==> src/logic/ioe_params.svh <==
// constants for the increment/or/move/branch execution block
`ifndef IOE_PARAMS_SVH
`define IOE_PARAMS_SVH

// ------------------------------------------------------------
// widths
// ------------------------------------------------------------
`define IOE_DATA_W 8
`define IOE_FADDR_W 7
`define IOE_LIT_W 11
`define IOE_PC_W 13

// ------------------------------------------------------------
// field positions
// ------------------------------------------------------------
`define IOE_LATCH_HI 4
`define IOE_LATCH_LO 3
`define IOE_DEST_W 1'b0
`define IOE_DEST_F 1'b1

// ------------------------------------------------------------
// reset values and the increment/zero-compare constants
// ------------------------------------------------------------
`define IOE_W_RST 8'h00
`define IOE_Z_RST 1'b0
`define IOE_PC_RST 13'h0000
`define IOE_ONE 8'h01
`define IOE_ZERO 8'h00

`endif

==> src/logic/ioe_pkg.sv <==
// types shared by the execution block and its datapath
`include "ioe_params.svh"

package ioe_pkg;

	// ------------------------------------------------------------
	// decoded operations
	// ------------------------------------------------------------
	typedef enum logic [2:0] {
		IOE_NOP = 3'h0,
		increment_skip_if_zero_op = 3'h1,
		unconditional_branch_op = 3'h2,
		or_literal_into_accumulator_op = 3'h3,
		increment_register_op = 3'h4,
		or_accumulator_with_register_op = 3'h5,
		move_register_op = 3'h6
	} ioe_op_t;

	// gray along run -> flush -> run
	typedef enum logic [1:0] {
		IOE_ST_RUN = 2'b00,
		IOE_ST_FLUSH = 2'b01
	} ioe_state_t;

	// ------------------------------------------------------------
	// carriers
	// ------------------------------------------------------------
	typedef struct packed {
		ioe_op_t op;
		logic dest;
		logic [`IOE_FADDR_W-1:0] faddr;
		logic [`IOE_LIT_W-1:0] lit;
	} ioe_instr_t;

	typedef struct packed {
		logic en;
		logic [`IOE_FADDR_W-1:0] addr;
		logic [`IOE_DATA_W-1:0] data;
	} ioe_fwrite_t;

	typedef struct packed {
		logic [`IOE_DATA_W-1:0] result;
		logic zero;
		logic wr_w;
		logic wr_f;
		logic upd_z;
		logic skip;
		logic branch;
	} ioe_alu_t;

endpackage

==> src/logic/ioe_alu.sv <==
// combinational datapath: result, zero and destination per operation
`timescale 1ns/1ps
`include "ioe_params.svh"

module ioe_alu (
	// operands
	input wire ioe_pkg::ioe_instr_t instr_i,
	input wire logic [`IOE_DATA_W-1:0] w_i,
	input wire logic [`IOE_DATA_W-1:0] f_i,
	// decoded outcome
	output ioe_pkg::ioe_alu_t alu_o
);
	import ioe_pkg::*;

	// destination chosen by the d bit, shared by four operations
	function automatic logic to_file(input logic dest);
		return dest == `IOE_DEST_F;
	endfunction

	// one case per operation; literal or uses only the low byte
	always_comb begin
		alu_o = '0;
		case (instr_i.op)
			increment_skip_if_zero_op: begin
				alu_o.result = f_i + `IOE_ONE;
				alu_o.wr_f = to_file(instr_i.dest);
				alu_o.wr_w = !to_file(instr_i.dest);
				alu_o.skip = (alu_o.result == `IOE_ZERO);
			end
			unconditional_branch_op: begin
				alu_o.branch = 1'b1;
			end
			or_literal_into_accumulator_op: begin
				alu_o.result = w_i | instr_i.lit[`IOE_DATA_W-1:0];
				alu_o.wr_w = 1'b1;
				alu_o.upd_z = 1'b1;
			end
			increment_register_op: begin
				alu_o.result = f_i + `IOE_ONE;
				alu_o.wr_f = to_file(instr_i.dest);
				alu_o.wr_w = !to_file(instr_i.dest);
				alu_o.upd_z = 1'b1;
			end
			or_accumulator_with_register_op: begin
				alu_o.result = w_i | f_i;
				alu_o.wr_f = to_file(instr_i.dest);
				alu_o.wr_w = !to_file(instr_i.dest);
				alu_o.upd_z = 1'b1;
			end
			move_register_op: begin
				alu_o.result = f_i;
				alu_o.wr_f = to_file(instr_i.dest);
				alu_o.wr_w = !to_file(instr_i.dest);
				alu_o.upd_z = 1'b1;
			end
			default: begin
				alu_o = '0;
			end
		endcase
		alu_o.zero = (alu_o.result == `IOE_ZERO);
	end

endmodule

==> src/logic/ioe_exec.sv <==
// execution of increment, or, move and branch operations of the core
`timescale 1ns/1ps
`include "ioe_params.svh"

// Summary of operation
// - skip-increment adds one to f, result to W (d=0) or f (d=1)
// - zero result turns next instruction into a no-op; flags untouched
// - branch loads the eleven-bit literal into pc bits 10..0
// - branch fills pc bits 12..11 from latch bits 4..3
// - branch takes two instruction cycles
// - literal or: W or literal into W, zero flag updated
// - increment adds one to f, routed per d, zero flag, no skip
// - register or: W or f, stored per d, zero flag updated
// - move copies f to W (d=0) or rewrites f unchanged (d=1)
// - move updates zero flag from moved value for either destination
module ioe_exec (
	// clock and reset
	input wire logic clk_i,
	input wire logic rst_i,
	// instruction from the decoder
	input wire logic instr_valid_i,
	input wire ioe_pkg::ioe_instr_t instr_i,
	input wire logic [`IOE_DATA_W-1:0] f_data_i,
	input wire logic [`IOE_DATA_W-1:0] upper_address_latch_i,
	// architectural results
	output logic [`IOE_DATA_W-1:0] w_o,
	output logic z_o,
	output ioe_pkg::ioe_fwrite_t fwr_o,
	// program counter load
	output logic pc_load_o,
	output logic [`IOE_PC_W-1:0] pc_o,
	// sequencing
	output logic done_o,
	output logic nop_cycle_o
);
	import ioe_pkg::*;

	// ------------------------------------------------------------
	// datapath and sequencing state
	// ------------------------------------------------------------
	ioe_alu_t alu;
	ioe_state_t state_reg;
	ioe_state_t state_next;
	logic accept;
	logic [`IOE_DATA_W-1:0] w_reg;
	logic z_reg;
	ioe_fwrite_t fwr_reg;
	logic pc_load_reg;
	logic [`IOE_PC_W-1:0] pc_reg;
	logic done_reg;
	logic nop_reg;

	ioe_alu u_alu (
		.instr_i(instr_i),
		.w_i(w_reg),
		.f_i(f_data_i),
		.alu_o(alu)
	);

	// an instruction offered during a flush cycle is the prefetched
	// one that must be discarded, so it is never accepted
	assign accept = instr_valid_i && (state_reg == IOE_ST_RUN);

	// ------------------------------------------------------------
	// sequencer
	// ------------------------------------------------------------
	// skip and branch both spend one extra cycle as a no-op
	always_comb begin
		state_next = state_reg;
		case (state_reg)
			IOE_ST_RUN: begin
				if (accept && (alu.skip || alu.branch)) begin
					state_next = IOE_ST_FLUSH;
				end
			end
			IOE_ST_FLUSH: begin
				state_next = IOE_ST_RUN;
			end
			default: begin
				state_next = IOE_ST_RUN;
			end
		endcase
	end

	always_ff @(posedge clk_i or posedge rst_i) begin
		if (rst_i) begin
			state_reg <= IOE_ST_RUN;
		end else begin
			state_reg <= state_next;
		end
	end

	// flush flag kept apart so the output comes from its own flop
	always_ff @(posedge clk_i or posedge rst_i) begin
		if (rst_i) begin
			nop_reg <= 1'b0;
		end else begin
			nop_reg <= (state_next == IOE_ST_FLUSH);
		end
	end

	// one pulse for every executed instruction
	always_ff @(posedge clk_i or posedge rst_i) begin
		if (rst_i) begin
			done_reg <= 1'b0;
		end else begin
			done_reg <= accept;
		end
	end

	// ------------------------------------------------------------
	// working register and zero flag
	// ------------------------------------------------------------
	always_ff @(posedge clk_i or posedge rst_i) begin
		if (rst_i) begin
			w_reg <= `IOE_W_RST;
		end else if (accept && alu.wr_w) begin
			w_reg <= alu.result;
		end
	end

	// skip-increment and branch leave upd_z low, flag holds
	always_ff @(posedge clk_i or posedge rst_i) begin
		if (rst_i) begin
			z_reg <= `IOE_Z_RST;
		end else if (accept && alu.upd_z) begin
			z_reg <= alu.zero;
		end
	end

	// ------------------------------------------------------------
	// file register write-back
	// ------------------------------------------------------------
	// move with d=1 writes the same value back; harmless, keeps one path
	always_ff @(posedge clk_i or posedge rst_i) begin
		if (rst_i) begin
			fwr_reg <= '0;
		end else begin
			fwr_reg.en <= accept && alu.wr_f;
			fwr_reg.addr <= instr_i.faddr;
			fwr_reg.data <= alu.result;
		end
	end

	// ------------------------------------------------------------
	// program counter load
	// ------------------------------------------------------------
	always_ff @(posedge clk_i or posedge rst_i) begin
		if (rst_i) begin
			pc_load_reg <= 1'b0;
			pc_reg <= `IOE_PC_RST;
		end else begin
			pc_load_reg <= accept && alu.branch;
			if (accept && alu.branch) begin
				pc_reg <= {upper_address_latch_i[`IOE_LATCH_HI:`IOE_LATCH_LO],
					instr_i.lit};
			end
		end
	end

	assign w_o = w_reg;
	assign z_o = z_reg;
	assign fwr_o = fwr_reg;
	assign pc_load_o = pc_load_reg;
	assign pc_o = pc_reg;
	assign done_o = done_reg;
	assign nop_cycle_o = nop_reg;

	// ------------------------------------------------------------
	// checks
	// ------------------------------------------------------------
	property p_skinc_dest;
		@(posedge clk_i) disable iff (rst_i)
		accept && instr_i.op == increment_skip_if_zero_op
		|=> (($past(instr_i.dest) ? fwr_o.data : w_o)
			== $past(f_data_i) + `IOE_ONE)
			&& (fwr_o.en == $past(instr_i.dest));
	endproperty
	a_skinc_dest: assert property (p_skinc_dest)
		else $error("skip-increment result misrouted");

	property p_skip_nop;
		@(posedge clk_i) disable iff (rst_i)
		accept && instr_i.op == increment_skip_if_zero_op
		|=> nop_cycle_o == ($past(f_data_i) == 8'hFF)
			&& $stable(z_o) ##1 !(nop_cycle_o && $past(nop_cycle_o));
	endproperty
	a_skip_nop: assert property (p_skip_nop)
		else $error("skip no-op cycle wrong or flag touched");

	property p_branch_low;
		@(posedge clk_i) disable iff (rst_i)
		accept && instr_i.op == unconditional_branch_op
		|=> pc_load_o && pc_o[`IOE_LIT_W-1:0] == $past(instr_i.lit)
			&& $stable(z_o) && $stable(w_o);
	endproperty
	a_branch_low: assert property (p_branch_low)
		else $error("branch target low bits wrong");

	property p_branch_high;
		@(posedge clk_i) disable iff (rst_i)
		accept && instr_i.op == unconditional_branch_op
		|=> pc_o[`IOE_PC_W-1:`IOE_LIT_W]
			== $past(upper_address_latch_i[`IOE_LATCH_HI:`IOE_LATCH_LO]);
	endproperty
	a_branch_high: assert property (p_branch_high)
		else $error("branch upper pc bits not from latch");

	property p_branch_two;
		@(posedge clk_i) disable iff (rst_i)
		accept && instr_i.op == unconditional_branch_op
		|=> nop_cycle_o && done_o
			##1 !nop_cycle_o && !pc_load_o && !done_o;
	endproperty
	a_branch_two: assert property (p_branch_two)
		else $error("branch did not take two cycles");

	property p_orlit;
		@(posedge clk_i) disable iff (rst_i)
		accept && instr_i.op == or_literal_into_accumulator_op
		|=> w_o == ($past(w_reg) | $past(instr_i.lit[`IOE_DATA_W-1:0]))
			&& z_o == (w_o == 8'h00) && !fwr_o.en;
	endproperty
	a_orlit: assert property (p_orlit)
		else $error("literal or result or zero flag wrong");

	property p_inc;
		@(posedge clk_i) disable iff (rst_i)
		accept && instr_i.op == increment_register_op
		|=> (($past(instr_i.dest) ? fwr_o.data : w_o)
			== $past(f_data_i) + `IOE_ONE)
			&& z_o == ($past(f_data_i) == 8'hFF) && !nop_cycle_o;
	endproperty
	a_inc: assert property (p_inc)
		else $error("increment result or zero flag wrong");

	property p_orreg;
		@(posedge clk_i) disable iff (rst_i)
		accept && instr_i.op == or_accumulator_with_register_op
		|=> (($past(instr_i.dest) ? fwr_o.data : w_o)
			== ($past(w_reg) | $past(f_data_i)))
			&& z_o == (($past(w_reg) | $past(f_data_i)) == 8'h00);
	endproperty
	a_orreg: assert property (p_orreg)
		else $error("register or result or zero flag wrong");

	property p_move;
		@(posedge clk_i) disable iff (rst_i)
		accept && instr_i.op == move_register_op && instr_i.dest
		|=> fwr_o.en && fwr_o.data == $past(f_data_i)
			&& fwr_o.addr == $past(instr_i.faddr) && $stable(w_o);
	endproperty
	a_move: assert property (p_move)
		else $error("self-move did not rewrite the register");

	property p_move_z;
		@(posedge clk_i) disable iff (rst_i)
		accept && instr_i.op == move_register_op
		|=> z_o == ($past(f_data_i) == 8'h00);
	endproperty
	a_move_z: assert property (p_move_z)
		else $error("move did not update zero flag");

	property p_single;
		@(posedge clk_i) disable iff (rst_i)
		accept && !alu.skip && !alu.branch
		|=> done_o && !nop_cycle_o;
	endproperty
	a_single: assert property (p_single)
		else $error("single-cycle operation stalled");

endmodule

==> config.mk <==
export PLATFORM = sky130hd
export DESIGN_NAME = ioe_exec
export DESIGN_NICKNAME = d
export VERILOG_FILES = /design/src/logic/ioe_pkg.sv /design/src/logic/ioe_alu.sv /design/src/logic/ioe_exec.sv
export VERILOG_INCLUDE_DIRS = /design/src /design/src/logic
export SDC_FILE = /design/constraint.sdc
export NUM_CORES = 1
export LEC_CHECK = 0
export BUFFER_PORTS_ARGS = -buffer_cell sky130_fd_sc_hd__buf_2
export CAP_MARGIN = 20
export CORE_ASPECT_RATIO = 2
export CORE_MARGIN = 2
export CORE_UTILIZATION = 44
export DETAILED_ROUTE_END_ITERATION = 6
export MAX_ROUTING_LAYER = met4
export PLACE_DENSITY = 0.76
export SYNTH_ARGS = -nofsm -noshare
export SYNTH_HDL_FRONTEND = slang
export SYNTH_SLANG_ARGS = --single-unit
==> constraint.sdc <==
create_clock -name clk_i -period 1.4 [get_ports clk_i]
set_input_delay 0.14 -clock clk_i [delete_from_list [all_inputs] [get_ports clk_i]]
set_output_delay 0.14 -clock clk_i [all_outputs]
set_load 0.01 [all_outputs]
==> results_dict.tcl <==
set metrics [dict create \
    outcome "finished, violations left" \
    failed_checks "negative setup slack" \
    dp_hpwl_microns 4700 \
    final_cell_mix "buf_2, dfrtp_1, buf_4" \
    critPathLaunchType "flip-flop" \
    worstSetupPathType "flip-flop to flip-flop" \
    instances_no_fill 382 \
    sequentialPowerShare 0.465 \
    cts_max_path_buffers 2 \
    globalRoute.totalOverflow 0 \
    grt_use_total 0.2405 \
    fin_tns_setup_ns -0.2542 \
    power_density_mw_per_mm2 1076 \
    root_buffer "clkbuf_8" \
    cp_max_fo 3 \
    fillerInstances 421 \
    hold_path.class "input port to flip-flop" \
    fin_util 0.6436 \
    die_w_microns 53.68 \
    synth_edf_count 0 \
    route.vias.total 2025 \
    slew-limit-headroom 0.6084 \
    arrival_ns 1.68 \
    cts.clk_slew.worst_paths_ns 0.07 \
    finalHoldViolCount 0 \
    fmax_mhz 666.5 \
    p_leak_nw 1.556 \
    fin_crit_ns 1.500 \
    start_util 0.4507 \
    vias_per_cell 5.301 \
    totalWireLength_microns 5959 \
    ys_types 54 \
    worstPathRequired_ns 1.58 \
    period_share 1.072 \
    fin_nets 367 \
    pre_cts_ws_ns -0.3633 \
    p_sw_frac 0.3021 \
    pin_count 82 \
    netlist_area_sq_mm 0.002172 \
    synthesis.nets 246 \
    finClkSkew_ns 0.003396 \
    wire_per_inst_microns 15.60 \
    rows 36 \
    die_area_sq_mm 0.005548 \
    async_flop_share 1.000 \
    gp_congestion 0.9748 \
    p_int_mw 2.328 \
    areaGrowthSynthToFinish_pct 42.80 \
    final.setup.worst_slack_ns -0.1003 \
    detail-route-antenna-nets 0 \
    route.detailed.drc 0 \
    power_switching_mw 1.008 \
    cts_tree "built" \
    cts_sinks 43 \
    grt_pass1_wl_microns 9273 \
    crit_path_end_kind "flip-flop" \
    final_common_cell "buf_2" \
    syn_area_per_cell_sq_um 10.70 \
    synthFlopType "dfrtp_1" \
    ys_seq_area_frac 0.4954 \
    drive_above_1_share 0.4831 \
    grt_pass1_vias 1988 \
    drv_cap 0 \
    clk_latency_ns 0.29 \
    dpl.cell_count 361 \
    drt_iter0_markers 53 \
    dr.pass1.iters 4 \
    antenna_found_initial 0 \
    clkPwrFrac 0.221 \
    cts_max_level 2 \
    worstMarginPinSlew_ns 0.5838 \
    die_h_microns 103.4 \
    ir_drop_uv 789.9 \
    largest_register_ff_count 16 \
    finalMaxSlewViolations 0 \
    pwr-share-comb 0.314 \
    synth_seq_cells 43 \
    rsz0062_at_grt "true" \
    diodes 0 \
    cts_made_buffers 5 \
    setup-violations-final 10 \
    grt_max_degree 19 \
    port_buffers 75 \
    yosys_warnings 0 \
    fp.coreArea_sq_mm 0.004820 \
    syn_inst 203 \
]
-- through the flow --
stage | instance area, sq um | power, mW | hold WS (ns)
6_report | 3102 | 3.336 | 0.03579
4_1_cts | 3060 | 3.319 | 0.03086
3_5_place_dp | 2858 | 2.523 | 0.1513
2_1_floorplan | 2193 | 2.066 | 0.1714
5_1_grt | 3102 | 3.526 | 0.04367
3_3_place_gp | 2858 | 2.495 | 0.1476
-- cells in the mapped netlist, types with 3 or more instances --
cell | number | area, sq um
a21oi_1 | 5 | 25.02
nor2_1 | 11 | 41.29
nand4_1 | 3 | 18.77
o21ai_0 | 9 | 45.04
and2_1 | 3 | 18.77
inv_1 | 8 | 30.03
buf_2 | 6 | 30.03
nand2_1 | 27 | 101.4
xnor2_1 | 8 | 70.07
buf_4 | 3 | 22.52
nand3_1 | 6 | 30.03
mux2_2 | 14 | 157.7
nand2b_1 | 4 | 25.02
nor3_1 | 3 | 15.01
dfrtp_1 | 43 | 1076
xor2_1 | 3 | 26.28
-- per-layer routing --
layer  track usage  vias up  wire, microns  share of wire
met5             -        -              0              0
met2        0.4231       58           3429           0.58
met1        0.2393      991           2095           0.35
met3       0.03879       17            248          0.042
met4        0.1361        0            186          0.031
li1              -      959              -              -
-- worst paths after layout --
kind	startpoint	to	slack, ns	cells after the start
setup / recovery	w_o[5]	w_o[5]	-0.10	4
hold / removal	upper_address_latch_i[3]	pc_o[11]	0.04	3
setup reg to reg	w_o[5]	w_o[5]	-0.10	4
hold reg to reg	pc_o[11]	pc_o[11]	0.47	2
max in group asynchronous	rst_i	pc_load_o	0.43	4
min in group asynchronous	rst_i	fwr_o[2]	0.39	3
-- worst max-delay path, cell delays in order (launching register included) --
cell and delay [ns]:
dfrtp_1 0.42, o2111ai_1 0.24, o41ai_1 0.13, a311o_1 0.33
mux2_4 0.27
-- power by group through the flow --
| stage | logic, mW | clock network, mW | registers (mW) |
|---|---|---|---|
| after floorplan | 0.398 | 0 | 1.67 |
| after global placement | 0.925 | 0 | 1.57 |
| after detailed placement | 0.944 | 0 | 1.58 |
| after CTS | 1.01 | 0.757 | 1.55 |
| after global routing | 1.14 | 0.811 | 1.57 |
| final | 1.05 | 0.737 | 1.55 |
-- kinds of logic (layout without fill, tap and decap cells) --
group | Yosys count | after routing | synth area share
simple gates | 68 | 68 | 0.1619
flops | 43 | 43 | 0.4954
compound gates | 42 | 42 | 0.1538
buf+inv | 20 | 142 | 0.04666
mux | 15 | 15 | 0.07949
xor+xnor | 11 | 11 | 0.04436
fa+ha+maj | 3 | 3 | 0.01670
other cells | 1 | 1 | 0.001726
-- area by class of cell --
type / instances / area, sq um / share of cell area
repair buffers: 125 / 793.3 / 0.2557
well taps: 57 / 71.32 / 0.02299
clock buffers: 7 / 76.32 / 0.02461
multi-input cells: 140 / 1042 / 0.3360
flip-flops and latches: 43 / 1076 / 0.3469
inverters: 9 / 37.54 / 0.01210
clock inverters: 1 / 5.005 / 0.001614
-- what timing repair did --
action,4_1_cts,5_1_grt
setup endpoints to repair,17,22
cloned,0,0
gates resized for setup,6,9
hold buffers,8,0
endpoints found under the hold margin,23,0
pin swaps,5,3
buffers inserted,3,2
Note: power is estimated with default switching activity, not from simulation.
